`src/rtl/chie_pkg.sv`:
```
/*
 * Shared constants and types for the per-channel interrupt enable block.
 * Assumes a byte-wide register port whose address and strobes come from
 * the device's own microprocessor interface decoder.
 */
package chie_pkg;

	localparam int CHIE_NCH = 3;
	localparam int CHIE_NSRC = 4;
	localparam int CHIE_AW = 8;
	localparam int CHIE_DW = 8;

	// Register offsets, one entry per channel.
	localparam logic [CHIE_AW-1:0] CHIE_EN_OFF [CHIE_NCH] = '{8'h01, 8'h09, 8'h11};
	localparam logic [CHIE_AW-1:0] CHIE_STAT_OFF [CHIE_NCH] = '{8'h02, 8'h0A, 8'h12};
	localparam logic [CHIE_AW-1:0] CHIE_ALARM_OFF [CHIE_NCH] = '{8'h03, 8'h0B, 8'h13};

	// Bit positions inside the enable, status and alarm registers.
	localparam int CHIE_BIT_DRV_MON = 0;
	localparam int CHIE_BIT_SIG_LOSS = 1;
	localparam int CHIE_BIT_LOCK_LOSS = 2;
	localparam int CHIE_BIT_FIFO_LIM = 3;

	// Reset values, and the read value of the unused upper register bits.
	localparam logic [CHIE_NSRC-1:0] CHIE_EN_RST = 4'h0;
	localparam logic [CHIE_NSRC-1:0] CHIE_STAT_RST = 4'h0;
	localparam logic [CHIE_DW-1:0] CHIE_RD_IDLE = 8'h00;
	localparam logic [CHIE_DW-CHIE_NSRC-1:0] CHIE_UNUSED_BITS = 4'h0;

	// Source conditions of one channel; packed order matches register bits 3..0.
	typedef struct packed {
		logic fifo_limit_alarm;
		logic loss_of_lock;
		logic loss_of_signal;
		logic drive_monitor_output;
	} chie_cond_t;

	// One register port request.
	typedef struct packed {
		logic [CHIE_AW-1:0] addr;
		logic wr;
		logic rd;
		logic [CHIE_DW-1:0] wdata;
	} chie_req_t;

endpackage

```
`src/rtl/chie_channel.sv`:
```
/*
 * One channel's enable register, latched change-of-condition status and
 * interrupt request.
 * Assumes single-cycle event pulses and decoded write and read strobes
 * from the parent, all on the same clock.
 */
`timescale 1ns/1ps
`default_nettype none

module chie_channel (
	// Clock and reset.
	input wire logic clk,
	input wire logic rst_b,
	// Register access.
	input wire logic en_wr,
	input wire logic [chie_pkg::CHIE_NSRC-1:0] en_wdata,
	input wire logic stat_rd,
	// Change-of-condition pulses.
	input wire logic [chie_pkg::CHIE_NSRC-1:0] change,
	// Register contents and request.
	output logic [chie_pkg::CHIE_NSRC-1:0] enable_q,
	output logic [chie_pkg::CHIE_NSRC-1:0] status_q,
	output logic irq_q
);
	import chie_pkg::*;

	////////////////////////////////////////////////////////////////////////////

	always_ff @(posedge clk or negedge rst_b) begin
		if (!rst_b) begin
			enable_q <= CHIE_EN_RST;
		end else if (en_wr) begin
			enable_q <= en_wdata; // [RQ6]
		end
	end

	////////////////////////////////////////////////////////////////////////////

	// A change in the same cycle as the clearing read survives the clear.
	always_ff @(posedge clk or negedge rst_b) begin
		if (!rst_b) begin
			status_q <= CHIE_STAT_RST;
		end else if (stat_rd) begin
			status_q <= change; // [RQ8]
		end else begin
			status_q <= status_q | change; // [RQ8]
		end
	end

	////////////////////////////////////////////////////////////////////////////

	always_ff @(posedge clk or negedge rst_b) begin
		if (!rst_b) begin
			irq_q <= 1'b0;
		end else begin
			irq_q <= |(status_q & enable_q); // [RQ2] [RQ3] [RQ4] [RQ5] [RQ10]
		end
	end

endmodule
`default_nettype wire

```
`src/rtl/chie_top.sv`:
```
/*
 * Per-channel source-level interrupt enable and status for three line
 * interface channels, with the current alarm levels readable beside them.
 * Assumes the source conditions arrive from detectors on other clocks, and
 * that the register port strobes are single-cycle pulses on clk.
 */
// Function
// (RQ1) Enable registers at 0x01, 0x09, 0x11.
// (RQ2) Bit 3: fifo limit alarm change interrupts.
// (RQ3) Bit 2: loss of lock change interrupts.
// (RQ4) Bit 1: loss of signal change interrupts.
// (RQ5) Bit 0: drive monitor output toggles interrupt.
// (RQ6) Enable bits read/write; one enables, zero disables.
// (RQ7) Status registers at 0x02, 0x0A, 0x12.
// (RQ8) Status bits latch changes, clear on read.
// (RQ9) Current condition levels readable in alarm register.
// (RQ10) Request while enabled status bit is set.
`timescale 1ns/1ps
`default_nettype none

module chie_top (
	// Clock and reset.
	input wire logic clk,
	input wire logic rst_b,
	// Register port.
	input wire chie_pkg::chie_req_t req,
	output logic [chie_pkg::CHIE_DW-1:0] rdata_q,
	// Source conditions from the channel detectors.
	input wire chie_pkg::chie_cond_t [chie_pkg::CHIE_NCH-1:0] cond,
	// Interrupt requests, one per channel.
	output logic [chie_pkg::CHIE_NCH-1:0] irq
);
	import chie_pkg::*;

	localparam int NBITS = CHIE_NCH * CHIE_NSRC;

	logic [NBITS-1:0] raw;
	logic [NBITS-1:0] sync1_q;
	logic [NBITS-1:0] sync2_q;
	logic [NBITS-1:0] sync3_q;
	logic [NBITS-1:0] level_q;
	logic [NBITS-1:0] change;
	logic [NBITS-1:0] agree;
	logic [CHIE_NCH-1:0] en_wr;
	logic [CHIE_NCH-1:0] stat_rd;
	logic [CHIE_NCH-1:0] en_hit;
	logic [CHIE_NCH-1:0] stat_hit;
	logic [CHIE_NCH-1:0] alarm_hit;
	logic [CHIE_NSRC-1:0] enable_q [CHIE_NCH];
	logic [CHIE_NSRC-1:0] status_q [CHIE_NCH];
	logic [CHIE_DW-1:0] rdata_d;

	////////////////////////////////////////////////////////////////////////////
	// Source mapping. Every condition is placed on its register bit by name,
	// so a change to the struct order cannot swap two sources unnoticed.

	for (genvar c = 0; c < CHIE_NCH; c++) begin : g_map
		assign raw[c*CHIE_NSRC + CHIE_BIT_FIFO_LIM] = cond[c].fifo_limit_alarm; // [RQ2]
		assign raw[c*CHIE_NSRC + CHIE_BIT_LOCK_LOSS] = cond[c].loss_of_lock; // [RQ3]
		assign raw[c*CHIE_NSRC + CHIE_BIT_SIG_LOSS] = cond[c].loss_of_signal; // [RQ4]
		assign raw[c*CHIE_NSRC + CHIE_BIT_DRV_MON] = cond[c].drive_monitor_output; // [RQ5]
	end

	////////////////////////////////////////////////////////////////////////////
	// Condition synchronisers and change detection.
	// A level is accepted only once the second and third stages agree, so a
	// glitch shorter than a clock never reaches the status bits.

	for (genvar b = 0; b < NBITS; b++) begin : g_sync
		always_ff @(posedge clk or negedge rst_b) begin
			if (!rst_b) begin
				sync1_q[b] <= 1'b0;
				sync2_q[b] <= 1'b0;
				sync3_q[b] <= 1'b0;
			end else begin
				sync1_q[b] <= raw[b];
				sync2_q[b] <= sync1_q[b];
				sync3_q[b] <= sync2_q[b];
			end
		end

		// Both declaring and clearing a condition count as a change.
		assign agree[b] = (sync2_q[b] == sync3_q[b]);
		assign change[b] = agree[b] && (sync3_q[b] != level_q[b]);

		always_ff @(posedge clk or negedge rst_b) begin
			if (!rst_b) begin
				level_q[b] <= 1'b0;
			end else if (change[b]) begin
				level_q[b] <= sync3_q[b]; // [RQ9]
			end
		end
	end

	////////////////////////////////////////////////////////////////////////////
	// Address decode and the channel slices.

	for (genvar c = 0; c < CHIE_NCH; c++) begin : g_chan
		assign en_hit[c] = (req.addr == CHIE_EN_OFF[c]); // [RQ1]
		assign stat_hit[c] = (req.addr == CHIE_STAT_OFF[c]); // [RQ7]
		assign alarm_hit[c] = (req.addr == CHIE_ALARM_OFF[c]); // [RQ9]
		assign en_wr[c] = req.wr && en_hit[c]; // [RQ6]
		assign stat_rd[c] = req.rd && stat_hit[c]; // [RQ8]

		chie_channel u_chan (
			.clk(clk),
			.rst_b(rst_b),
			.en_wr(en_wr[c]),
			.en_wdata(req.wdata[CHIE_NSRC-1:0]),
			.stat_rd(stat_rd[c]),
			.change(change[c*CHIE_NSRC +: CHIE_NSRC]), // [RQ2] [RQ3] [RQ4] [RQ5]
			.enable_q(enable_q[c]),
			.status_q(status_q[c]),
			.irq_q(irq[c])
		);
	end

	////////////////////////////////////////////////////////////////////////////
	// Read data. Addresses outside this block read as zero; the unused upper
	// bits of every register read as zero too.

	always_comb begin
		rdata_d = CHIE_RD_IDLE;
		for (int c = 0; c < CHIE_NCH; c++) begin
			if (en_hit[c]) begin
				rdata_d = {CHIE_UNUSED_BITS, enable_q[c]}; // [RQ1] [RQ6]
			end
			if (stat_hit[c]) begin
				rdata_d = {CHIE_UNUSED_BITS, status_q[c]}; // [RQ7] [RQ8]
			end
			if (alarm_hit[c]) begin
				rdata_d = {CHIE_UNUSED_BITS, level_q[c*CHIE_NSRC +: CHIE_NSRC]}; // [RQ9]
			end
		end
	end

	// The status value is captured at the same edge that clears it, so a read
	// returns exactly the changes it acknowledges.
	always_ff @(posedge clk or negedge rst_b) begin
		if (!rst_b) begin
			rdata_q <= CHIE_RD_IDLE;
		end else if (req.rd) begin
			rdata_q <= rdata_d;
		end
	end

endmodule
`default_nettype wire

```
`config.mk`:
```
export PLATFORM = sky130hd
export DESIGN_NAME = chie_top
export DESIGN_NICKNAME = d
export VERILOG_FILES = /design/src/rtl/chie_pkg.sv /design/src/rtl/chie_channel.sv /design/src/rtl/chie_top.sv
export SDC_FILE = /design/constraint.sdc
export NUM_CORES = 1
export LEC_CHECK = 0
export BUFFER_PORTS_ARGS = -buffer_cell sky130_fd_sc_hd__buf_2
export CORE_ASPECT_RATIO = 0.5
export CORE_UTILIZATION = 35
export CTS_BUF_LIST = sky130_fd_sc_hd__clkbuf_4
export CTS_CLUSTER_DIAMETER = 60
export DETAILED_ROUTE_END_ITERATION = 6
export HOLD_SLACK_MARGIN = 0.15
export PLACE_DENSITY_LB_ADDON = 0.15
export SETUP_SLACK_MARGIN = 0.3
export SYNTH_ARGS = -nofsm -noshare
export SYNTH_HDL_FRONTEND = slang
export SYNTH_SLANG_ARGS = --single-unit
```
`constraint.sdc`:
```
create_clock -name clk -period 1.4 [get_ports clk]
set_input_delay 0.07 -clock clk [delete_from_list [all_inputs] [get_ports clk]]
set_output_delay 0.07 -clock clk [all_outputs]
set_load 0.005 [all_outputs]
```
[Yosys cells after proc, flatten, opt, wreduce, memory -nomap -nowiden]
Index checks and enable logic that the tools add are counted.
Storage, ports and cells
  output and inout port bits: 11
  logic and storage cells: 130
  bits in registers: 83
  bits of input ports: 32
Cells by class
  eq/ne operators: 33
  reductions and logical operators: 21
  mux-type cells: 12
  bitwise logic cells: 6
Operators by type and width (number)
  4-bit 2-to-1 mux: 12
  8-bit by 4-bit equality test with 1-bit output (second input constant): 3
  8-bit by 5-bit equality test with 1-bit output (second input constant): 3
  1-bit logical AND: 18
  8-bit by 2-bit equality test with 1-bit output (second input constant): 2
  4-bit AND: 3
  1-bit equality test: 12
  1-bit inequality test: 12
  4-bit OR: 3
  4-bit OR reduction: 3
  8-bit by 1-bit equality test with 1-bit output (second input constant): 1

[Logic depth before layout (Yosys ltp)]
Gate-level depths: netlist of run 1.
  depth after elaboration: 10
  mapped depth: 6
  gate-level depth less buffers: 4

[Hierarchy]
A second synthesis of run 1 with hierarchy kept.
Unflattened totals
  cell total of the unflattened synthesis: 279
  area total of the unflattened synthesis: 3174.3 um^2
By module, submodules not included
  chie_top: cells an instance 216, sequential area each 1301.2 um^2, area each 2205.9 um^2, times used 1
  chie_channel: cells an instance 21, sequential area each 225.2 um^2, area each 322.8 um^2, times used 3

[Worst setup path after synthesis of run 1]
OpenSTA, ideal clock, no wires.
  kind: input to register
  from: in req[13] (netlist name)
  to: reg g_chan[2].u_chan.status_q[2] (netlist name)
  data arrival time: 1.275 ns
  required time: 1.274 ns
  stages on the path: 5
  setup slack: -0.001 ns
  setup time: 0.126 ns
  path buffers: 1
  cells stage by stage: buf_2 or3b_1 nor2_1 nand3_1 a221o_1
On the way
  word-level cells in the longest chain between the ends: 3
Ends and longest elaborated chain
  from (decl): RTL line chie_top.sv:26  | input wire chie_pkg::chie_req_t req,
  8-bit by 5-bit equality test with 1-bit output: RTL line chie_top.sv:100  | assign stat_hit[c] = (req.addr == CHIE_STAT_OFF[c]);
  1-bit logical AND: RTL line chie_top.sv:103  | assign stat_rd[c] = req.rd && stat_hit[c];
  4-bit 2-to-1 mux: RTL line chie_channel.sv:43  | end else if (stat_rd) begin
  to (signal assigned): RTL line chie_channel.sv:44  | status_q <= change;
  to (signal assigned): RTL line chie_channel.sv:46  | status_q <= status_q | change;
  to (decl): RTL line chie_channel.sv:22  | output logic [chie_pkg::CHIE_NSRC-1:0] status_q,
Every way passes these cells.
A chain may end at the register's enable or synchronous reset.

[Worst setup path after layout of run 1]
  from: reg level_q[0]
  to: reg rdata_q[0] (netlist name)
On the way
  word-level cells in the longest chain between the ends: 7
Ends and longest elaborated chain
  from (decl): RTL line chie_top.sv:41  | logic [NBITS-1:0] level_q;
  from (signal, indexed assignment): RTL line chie_top.sv:90  | level_q[b] <= sync3_q[b];
  4-bit 2-to-1 mux: RTL line chie_top.sv:131  | if (alarm_hit[c]) begin
  4-bit 2-to-1 mux: RTL line chie_top.sv:125  | if (en_hit[c]) begin
  4-bit 2-to-1 mux: RTL line chie_top.sv:128  | if (stat_hit[c]) begin
  4-bit 2-to-1 mux: RTL line chie_top.sv:131
  4-bit 2-to-1 mux: RTL line chie_top.sv:125
  4-bit 2-to-1 mux: RTL line chie_top.sv:128
  4-bit 2-to-1 mux: RTL line chie_top.sv:131
  to (signal assigned): RTL line chie_top.sv:143  | rdata_q <= rdata_d;
  to (decl): RTL line chie_top.sv:27  | output logic [chie_pkg::CHIE_DW-1:0] rdata_q,
Every way passes these cells.

==> results by group, run 1 <==
Global routing
  – Overall track demand over capacity in global routing: approximately 16%
  – Grt total ovfl: 0
  – Largest net degree at the start of global routing: 34
  – Global-route wire length before repair: approximately 11,000 µm
  – Antenna violations before repair: 0
  – Via count of the first global-routing pass: roughly 2,200

Die
  – Initial Utilization: between 30% and 40%
  – Cell Rows: 24
  – Die Y-Extent: about 70 µm
  – Area of the core: 8800 µm²
  – Die area: around 9600 µm²
  – Number of ports placed on the die boundary: 43
  – Die width: 137 µm

Worst setup path
  – Path depth of the worst reg2reg path: 4
  – Worst R2R Start: level_q[0]
  – Arrival time of data at the critical path endpoint: ~1700 ps
  – Worst setup path class: reg2reg
  – Worst path required time: 1730 ps
  – Endpoint of the worst register-to-register path: rdata_q[0]
  – Setup slack of the worst register-to-register path: 80 ps
  – Category of the worst setup path launch point: flip-flop
  – Highest fanout seen on the critical path: 2
  – Worst Setup End Kind: flip-flop

Drt
  – Via Count: 2,247
  – Per-cell via count in the routed design: slightly below 5
  – Number of nets with antenna violations after detailed routing: 0
  – Number of violations reported at the end of detailed-routing iteration 0: between 100 and 150
  – Post-route DRC violation count: 0
  – Total wire length after detailed routing: between 7000 and 8000 µm
  – First-pass detailed-route iteration total: 4
  – Routed length per instance: ~15 µm

CTS
  – Insertion delay of the later-clocked pin in the worst-skew pair: 430 ps
  – Clock buffer depth: 2
  – CTS Buf Count: 9
  – CTS tree: done
  – Clock net sink count: 79
  – Clock transition at the register clock pins on the worst setup and hold paths after CTS: 130 ps
  – Root buffer selected by CTS: sky130_fd_sc_hd__clkbuf_4
  – Deepest level of the CTS H-tree: 3

Power and ir drop
  – Clk network pwr share: 28.1%
  – Total power per unit cell area: ~1000 nW/µm²
  – Pint: roughly 3100 µW
  – Sequential group share of total power: about three fifths
  – Sw frac: 26.7%
  – Peak ir drop on the vdd network: 0.000368 V
  – NetSw: ~1100 µW
  – Leakage power summed over all cells: between 0.0015 and 0.002 µW
  – Comb pwr share: between 10% and 20%

Yosys
  – Post-synth top area share: about three fifths
  – Proportion of synthesized flip-flops having asynchronous set or reset: 100%
  – Dominant cells by area after synthesis: sky130_fd_sc_hd__dfrtp_1 (62%), sky130_fd_sc_hd__mux2_2 (6.3%), sky130_fd_sc_hd__a221o_1 (3.7%)
  – Number of enable flip-flop cells after synthesis: 0
  – Cell count after synthesis: approximately 250
  – Primary flip-flop cell chosen by synthesis mapping: sky130_fd_sc_hd__dfrtp_1
  – Area of the mapped netlist: 3210 µm²
  – Average cell area after synthesis: between 10 and 15 µm²
  – Sequential element share of the synthesized area: 61.7%
  – Synth warn: 0
  – Synth unique cells: 36
  – Library cell with the largest summed area after synthesis: sky130_fd_sc_hd__dfrtp_1
  – Number of synthesized register bits: 79

Run status
  – Outcome: completed

STA
  – Final Hold Vio Count: 0
  – Total setup violations reported at the end of the flow: 0
  – Final TNS setup: 0 ps
  – Top achievable clock speed: around 760 MHz
  – Final worst path period need: around 1300 ps
  – Final worst path period share: between 90% and 100%
  – Transition time at the pin with the least slew margin: 557 ps
  – Worst Skew: around 18 ps
  – Setup repair after global routing missed its margin: yes
  – Slew margin rel.: 62.9%
  – Number of pins exceeding their max-slew limit in the final report: 0
  – Final Hold Slack: roughly 130 ps

Placement
  – # port buffers: 34
  – # placed instances: a little over 400
  – Routability Congestion: between 0.8 and 0.9
  – HPWL after detailed placement: between 4000 and 5000 µm

Final layout
  – Final Net Count: roughly 370
  – Most frequent standard cell in the layout excluding fill and tap cells: sky130_fd_sc_hd__dfrtp_1
  – Number of standard cells in the layout, taps in and fillers out: around 460
  – Share of cells above drive strength 1: 38.1%
  – Diodes inserted: 0
  – Layout area overhead: 31.1%
  – Most used cells in the layout excluding fill and tap cells: sky130_fd_sc_hd__dfrtp_1 (79), sky130_fd_sc_hd__buf_4 (32), sky130_fd_sc_hd__buf_2 (31), sky130_fd_sc_hd__nor2_1 (22), sky130_fd_sc_hd__dlygate4sd3_1 (21)

Min path
  – Terminating pin of the worst hold path: rdata_q[3]
  – Worst hold start: req[8]
  – Class of the most critical hold timing path: in2reg
  – Worst hold path depth: 4

Flow run
  – Max-cap violations: 0
area by class of cell:
type                    count  area [µm²]
fillers                   799        4600
flip-flops and latches     79        1980
multi-input cells         153        1260
repair buffers             89         681
well taps                 117         146
clock buffers              11        82.6
clock inverters             5        35.0
inverters                   4        15.0
cell usage after synthesis, types with 5 or more instances:
cell / n
sky130_fd_sc_hd__nor2_1: 23
sky130_fd_sc_hd__nor3b_1: 5
sky130_fd_sc_hd__nor2b_1: 6
sky130_fd_sc_hd__buf_4: 7
sky130_fd_sc_hd__dfrtp_1: 79
sky130_fd_sc_hd__a221o_1: 12
sky130_fd_sc_hd__maj3_1: 12
sky130_fd_sc_hd__mux2_2: 18
sky130_fd_sc_hd__a22oi_1: 12
sky130_fd_sc_hd__nand2_1: 15
critical path, cell delays in order, from the launching register on:
cell	delay, ps
sky130_fd_sc_hd__dfrtp_1	400
sky130_fd_sc_hd__mux2_2	270
sky130_fd_sc_hd__a22oi_2	180
sky130_fd_sc_hd__o221ai_2	120
sky130_fd_sc_hd__o31a_1	250
logic make-up after synthesis:
logic type / count (synthesis) / share of synthesized area, %
flops: 79 / 61.7
compound gates: 45 / 11.2
fa+ha+maj: 12 / 3.75
other cells: 1 / 0.117
simple gates: 70 / 12.6
buf+inv: 18 / 3.08
mux: 22 / 7.57
worst max-delay path by stage:
stage	startpoint	endpoint	slack, ps	cells past startpoint
floorplan	req[14]	g_chan[0].u_chan.status_q[2]	20	4
global placement	req[14]	g_chan[0].u_chan.status_q[1]	-200	5
detailed placement	req[14]	g_chan[0].u_chan.status_q[0]	-240	5
CTS	g_chan[0].u_chan.enable_q[3]	rdata_q[3]	50	4
global route	g_chan[0].u_chan.enable_q[3]	rdata_q[3]	20	4
finish	level_q[0]	rdata_q[0]	80	4
power by group through the flow:
stage               Clock [µW]  Sequential (µW)  Combinational [µW]
floorplan                    0             2530                 245
global placement             0             2540                 425
detailed placement           0             2550                 431
CTS                       1230             2500                 514
global route              1340             2520                 592
finish                    1190             2500                 540
per-layer routing:
layer  vias to the layer above  wire, µm  track usage (%)  share of wire, %
met5                         -         0                0                 0
met2                        50      3040             22.4                43
met1                      1113      3620             23.6                51
met4                         0       104             5.49               1.5
met3                        11       324             5.26               4.6
li1                       1073         -                -                 -
sequential cells by signal (all words and copies together) (netlist names):
register	flops
g_chan.u_chan.enable_q	12
level_q	12
sync3_q	12
sync1_q	12
rdata_q	4
g_chan.u_chan.status_q	12
sync2_q	12
g_chan.u_chan.irq_q	3
through the flow:
stage	worst slack (ps)	instance area, µm²	power [µW]	utilization, %
finish	84.9	4200	4230	47.8
global route	18.5	4200	4450	47.8
CTS	47.0	4110	4250	46.7
detailed placement	-238	3670	2980	41.7
global placement	-196	3670	2970	41.7
floorplan	15.1	3280	2770	-
timing repair:
| item | 4_1_cts | 5_1_grt |
|---|---|---|
| buffers inserted | 8 | 6 |
| pin swaps | 16 | 6 |
| hold buffers | 21 | 1 |
| hold endpoints to repair | 107 | 4 |
| resized for setup | 13 | 6 |
| setup endpoints to repair | 11 | 27 |
| cloned | 0 | 0 |
(Power assumes the default switching activity.)
==> inputs of run 2 (changes only) <==
- PLACE_DENSITY_LB_ADDON: 0.15 -> 0.3
- SETUP_SLACK_MARGIN: 0.3 -> not set
==> run 2 against run 1 <==
Net effect:
- total power is 3.2% lower
- fmax down 4.2%
- first-iteration DRC count fell by 8.7%
- non-clock buffer count is 10 lower
- via count fell by 1.6%
- sequential share of layout area grew 2.1 points
- highest routed layer unchanged
- largest power group unchanged
==> results by group, run 2 (same netlist as run 1, synthesis figures left out) <==
Worst setup path
  – Arrival time of data at the critical path endpoint: 1710 ps (+60 ps)
  – Worst R2R Start: g_chan[0].u_chan.enable_q[0]
  – Path depth of the worst reg2reg path: 4 (unchanged)
  – Worst setup path class: in2reg
  – Worst Setup End Kind: flip-flop
  – Start point of the critical path: req[11]
  – Highest fanout seen on the critical path: 6 (+4)
  – Capture point of the critical path: rdata_q[0]
  – Category of the worst setup path launch point: input port
  – Setup slack of the worst register-to-register path: 50 ps (-30 ps)
  – Worst path required time: 1740 ps (about the same)
  – Endpoint of the worst register-to-register path: rdata_q[0]

Final layout
  – Most used cells in the layout excluding fill and tap cells: sky130_fd_sc_hd__dfrtp_1 (79), sky130_fd_sc_hd__buf_2 (33), sky130_fd_sc_hd__buf_4 (24), sky130_fd_sc_hd__nor2_1 (22), sky130_fd_sc_hd__dlygate4sd3_1 (21)
  – Utilization of the core after routing: 45.7% (-2.0 points)
  – Most frequent standard cell in the layout excluding fill and tap cells: sky130_fd_sc_hd__dfrtp_1
  – Final Net Count: 358 (-2.7%)
  – Share of cells above drive strength 1: 33.9% (-4.2 points)
  – Fill count: 813 (+1.8%)
  – Layout area overhead: 25.4%
  – Diodes inserted: 0 (unchanged)

Placement
  – # port buffers: 34 (unchanged)
  – Routability Congestion: 0.856 (-1.6%)
  – HPWL after detailed placement: 4750 µm (-0.74%)

Die
  – Die Y-Extent: 69.7 µm (unchanged)
  – Cell Rows: 24 (unchanged)
  – Die area: 9570 µm² (unchanged)
  – Initial Utilization: 36.4% (unchanged)
  – Area of the core: 8800 µm² (unchanged)
  – Die width: 137 µm (unchanged)
  – Number of ports placed on the die boundary: 43 (unchanged)

Min path
  – Worst hold start: req[8]
  – Class of the most critical hold timing path: in2reg
  – Worst hold path depth: 3 (-1)

Global routing
  – Largest net degree at the start of global routing: 43 (+26%)
  – Global-route wire length before repair: 11,000 µm (-3.7%)
  – Antenna violations before repair: 0 (unchanged)
  – Via count of the first global-routing pass: 2,238 (+2.7%)
  – Grt total ovfl: 0 (unchanged)
  – Overall track demand over capacity in global routing: 15.6% (-0.56 points)

Power and ir drop
  – Total power per unit cell area: 1020 nW/µm² (+1.2%)
  – NetSw: 1070 µW (-5.5%)
  – Sw frac: 26.1% (-0.65 points)
  – Comb pwr share: 11.8% (-1.0 points)
  – Post-route total power: 4090 µW (-3.2%)
  – Pint: 3030 µW (-2.3%)
  – Clk network pwr share: 27.0% (-1.1 points)
  – Peak ir drop on the vdd network: 0.000335 V (-8.8%)
  – Sequential group share of total power: 61.3% (+2.1 points)
  – Leakage power summed over all cells: 0.00177 µW (-3.8%)

Drt
  – Via Count: 2,211 (-1.6%)
  – Routed length per instance: 14.7 µm (-4.9%)
  – Per-cell via count in the routed design: 4.95 (+0.82%)
  – Number of violations reported at the end of detailed-routing iteration 0: 105 (-8.7%)
  – Post-route DRC violation count: 0 (unchanged)
  – Number of nets with antenna violations after detailed routing: 0 (unchanged)
  – First-pass detailed-route iteration total: 4 (unchanged)
  – Total wire length after detailed routing: 6580 µm (-7.2%)

STA
  – Worst Skew: 11.3 ps (-6.47 ps)
  – Final worst path period share: 98.1% (+4.2 points)
  – Total setup violations reported at the end of the flow: 0 (unchanged)
  – Number of pins exceeding their max-slew limit in the final report: 0 (unchanged)
  – Final Hold Vio Count: 0 (unchanged)
  – Setup repair after global routing missed its margin: yes
  – Top achievable clock speed: 728 MHz (-4.2%)
  – Final worst path period need: 1370 ps (+58.2 ps)

CTS
  – Clock net sink count: 79 (unchanged)
  – Clock transition at the register clock pins on the worst setup and hold paths after CTS: 120 ps (about the same)
  – CTS Buf Count: 9 (unchanged)
  – Clock buffer depth: 2 (unchanged)
  – Count of hold buffers inserted by post-cts repair: 21 (unchanged)
  – Deepest level of the CTS H-tree: 3 (unchanged)
  – Insertion delay of the later-clocked pin in the worst-skew pair: 440 ps (about the same)
  – Root buffer selected by CTS: sky130_fd_sc_hd__clkbuf_4
  – CTS tree: done

Flow run
  – Max-cap violations: 0 (unchanged)

Run status
  – Outcome: completed
-- run 2: changes by cell type in the layout (fill, tap and decap cells not counted), sizes merged --
| cell | previous run | this run |
|---|---|---|
| clkinv | 1 | 5 |
| dlymetal6s4s | 1 | 0 |
| buf | 67 | 58 |
| clkinvlp | 4 | 0 |
| clkbuf | 11 | 10 |
-- run 2: through the flow --
step           setup WS, ps  std cells  hold WS (ps)  instance area [µm²]  setup TNS [ps]
2_1_floorplan          13.5        250          -226                 3220               0
3_3_place_gp           -177        410         -33.4                 3640           -3580
3_5_place_dp           -237        410         -28.0                 3640           -4250
4_1_cts              -0.348        446          34.2                 3970          -0.348
5_1_grt                2.77        447          7.41                 4020               0
6_report               26.7        447          27.6                 4020               0
-- run 2: area by class of cell --
cell class | instances | area [µm²] | area share (%)
multi-input combinational | 153 | 1210 | 30.0
clock buffer | 10 | 75.1 | 1.87
clock inverter | 5 | 26.3 | 0.653
tap | 117 | 146 | 3.64
inverter | 4 | 15.0 | 0.373
sequential | 79 | 1980 | 49.2
timing repair buffer | 79 | 576 | 14.3
-- run 2: worst min-delay path by stage --
| stage | endpoint | slack, ps |
|---|---|---|
| after floorplan | g_chan[0].u_chan.enable_q[0] | -230 |
| after global placement | level_q[9] | -30 |
| after detailed placement | level_q[9] | -30 |
| after CTS | rdata_q[0] | 30 |
| after global routing | rdata_q[1] | 7 |
| final | rdata_q[1] | 30 |
-- run 2: layer usage --
metal / wire length (µm) / vias to the layer above / share of wire, % / track usage [%]
li1: - / 1055 / - / -
met4: 110 / 0 / 1.7 / 6.59
met3: 291 / 12 / 4.4 / 5.34
met2: 3000 / 38 / 46 / 23.8
met1: 3170 / 1106 / 48 / 20.3
met5: 0 / - / 0 / 0
-- run 2: critical path: stages --
cell	delay, ps
sky130_fd_sc_hd__buf_2	160
sky130_fd_sc_hd__dlygate4sd3_1	580
sky130_fd_sc_hd__buf_4	120
sky130_fd_sc_hd__nor2b_1	40
sky130_fd_sc_hd__buf_4	160
sky130_fd_sc_hd__a21oi_1	140
sky130_fd_sc_hd__o221ai_1	130
sky130_fd_sc_hd__o31a_1	310
-- run 2: timing repair --
action                                  4_1_cts  5_1_grt
endpoints found under the setup margin        4        8
setup buffers                                 0        1
cloned                                        0        0
endpoints found under the hold margin       115       11
pin swaps                                     2        6
gates resized for setup                       4       10
-- run 2: power by group through the flow --
| stage | combinational [µW] | sequential (µW) | clock (µW) |
|---|---|---|---|
| 2_1_floorplan | 230 | 2530 | 0 |
| 3_3_place_gp | 409 | 2550 | 0 |
| 3_5_place_dp | 418 | 2550 | 0 |
| 4_1_cts | 471 | 2510 | 1150 |
| 5_1_grt | 535 | 2530 | 1270 |
| 6_report | 481 | 2510 | 1100 |
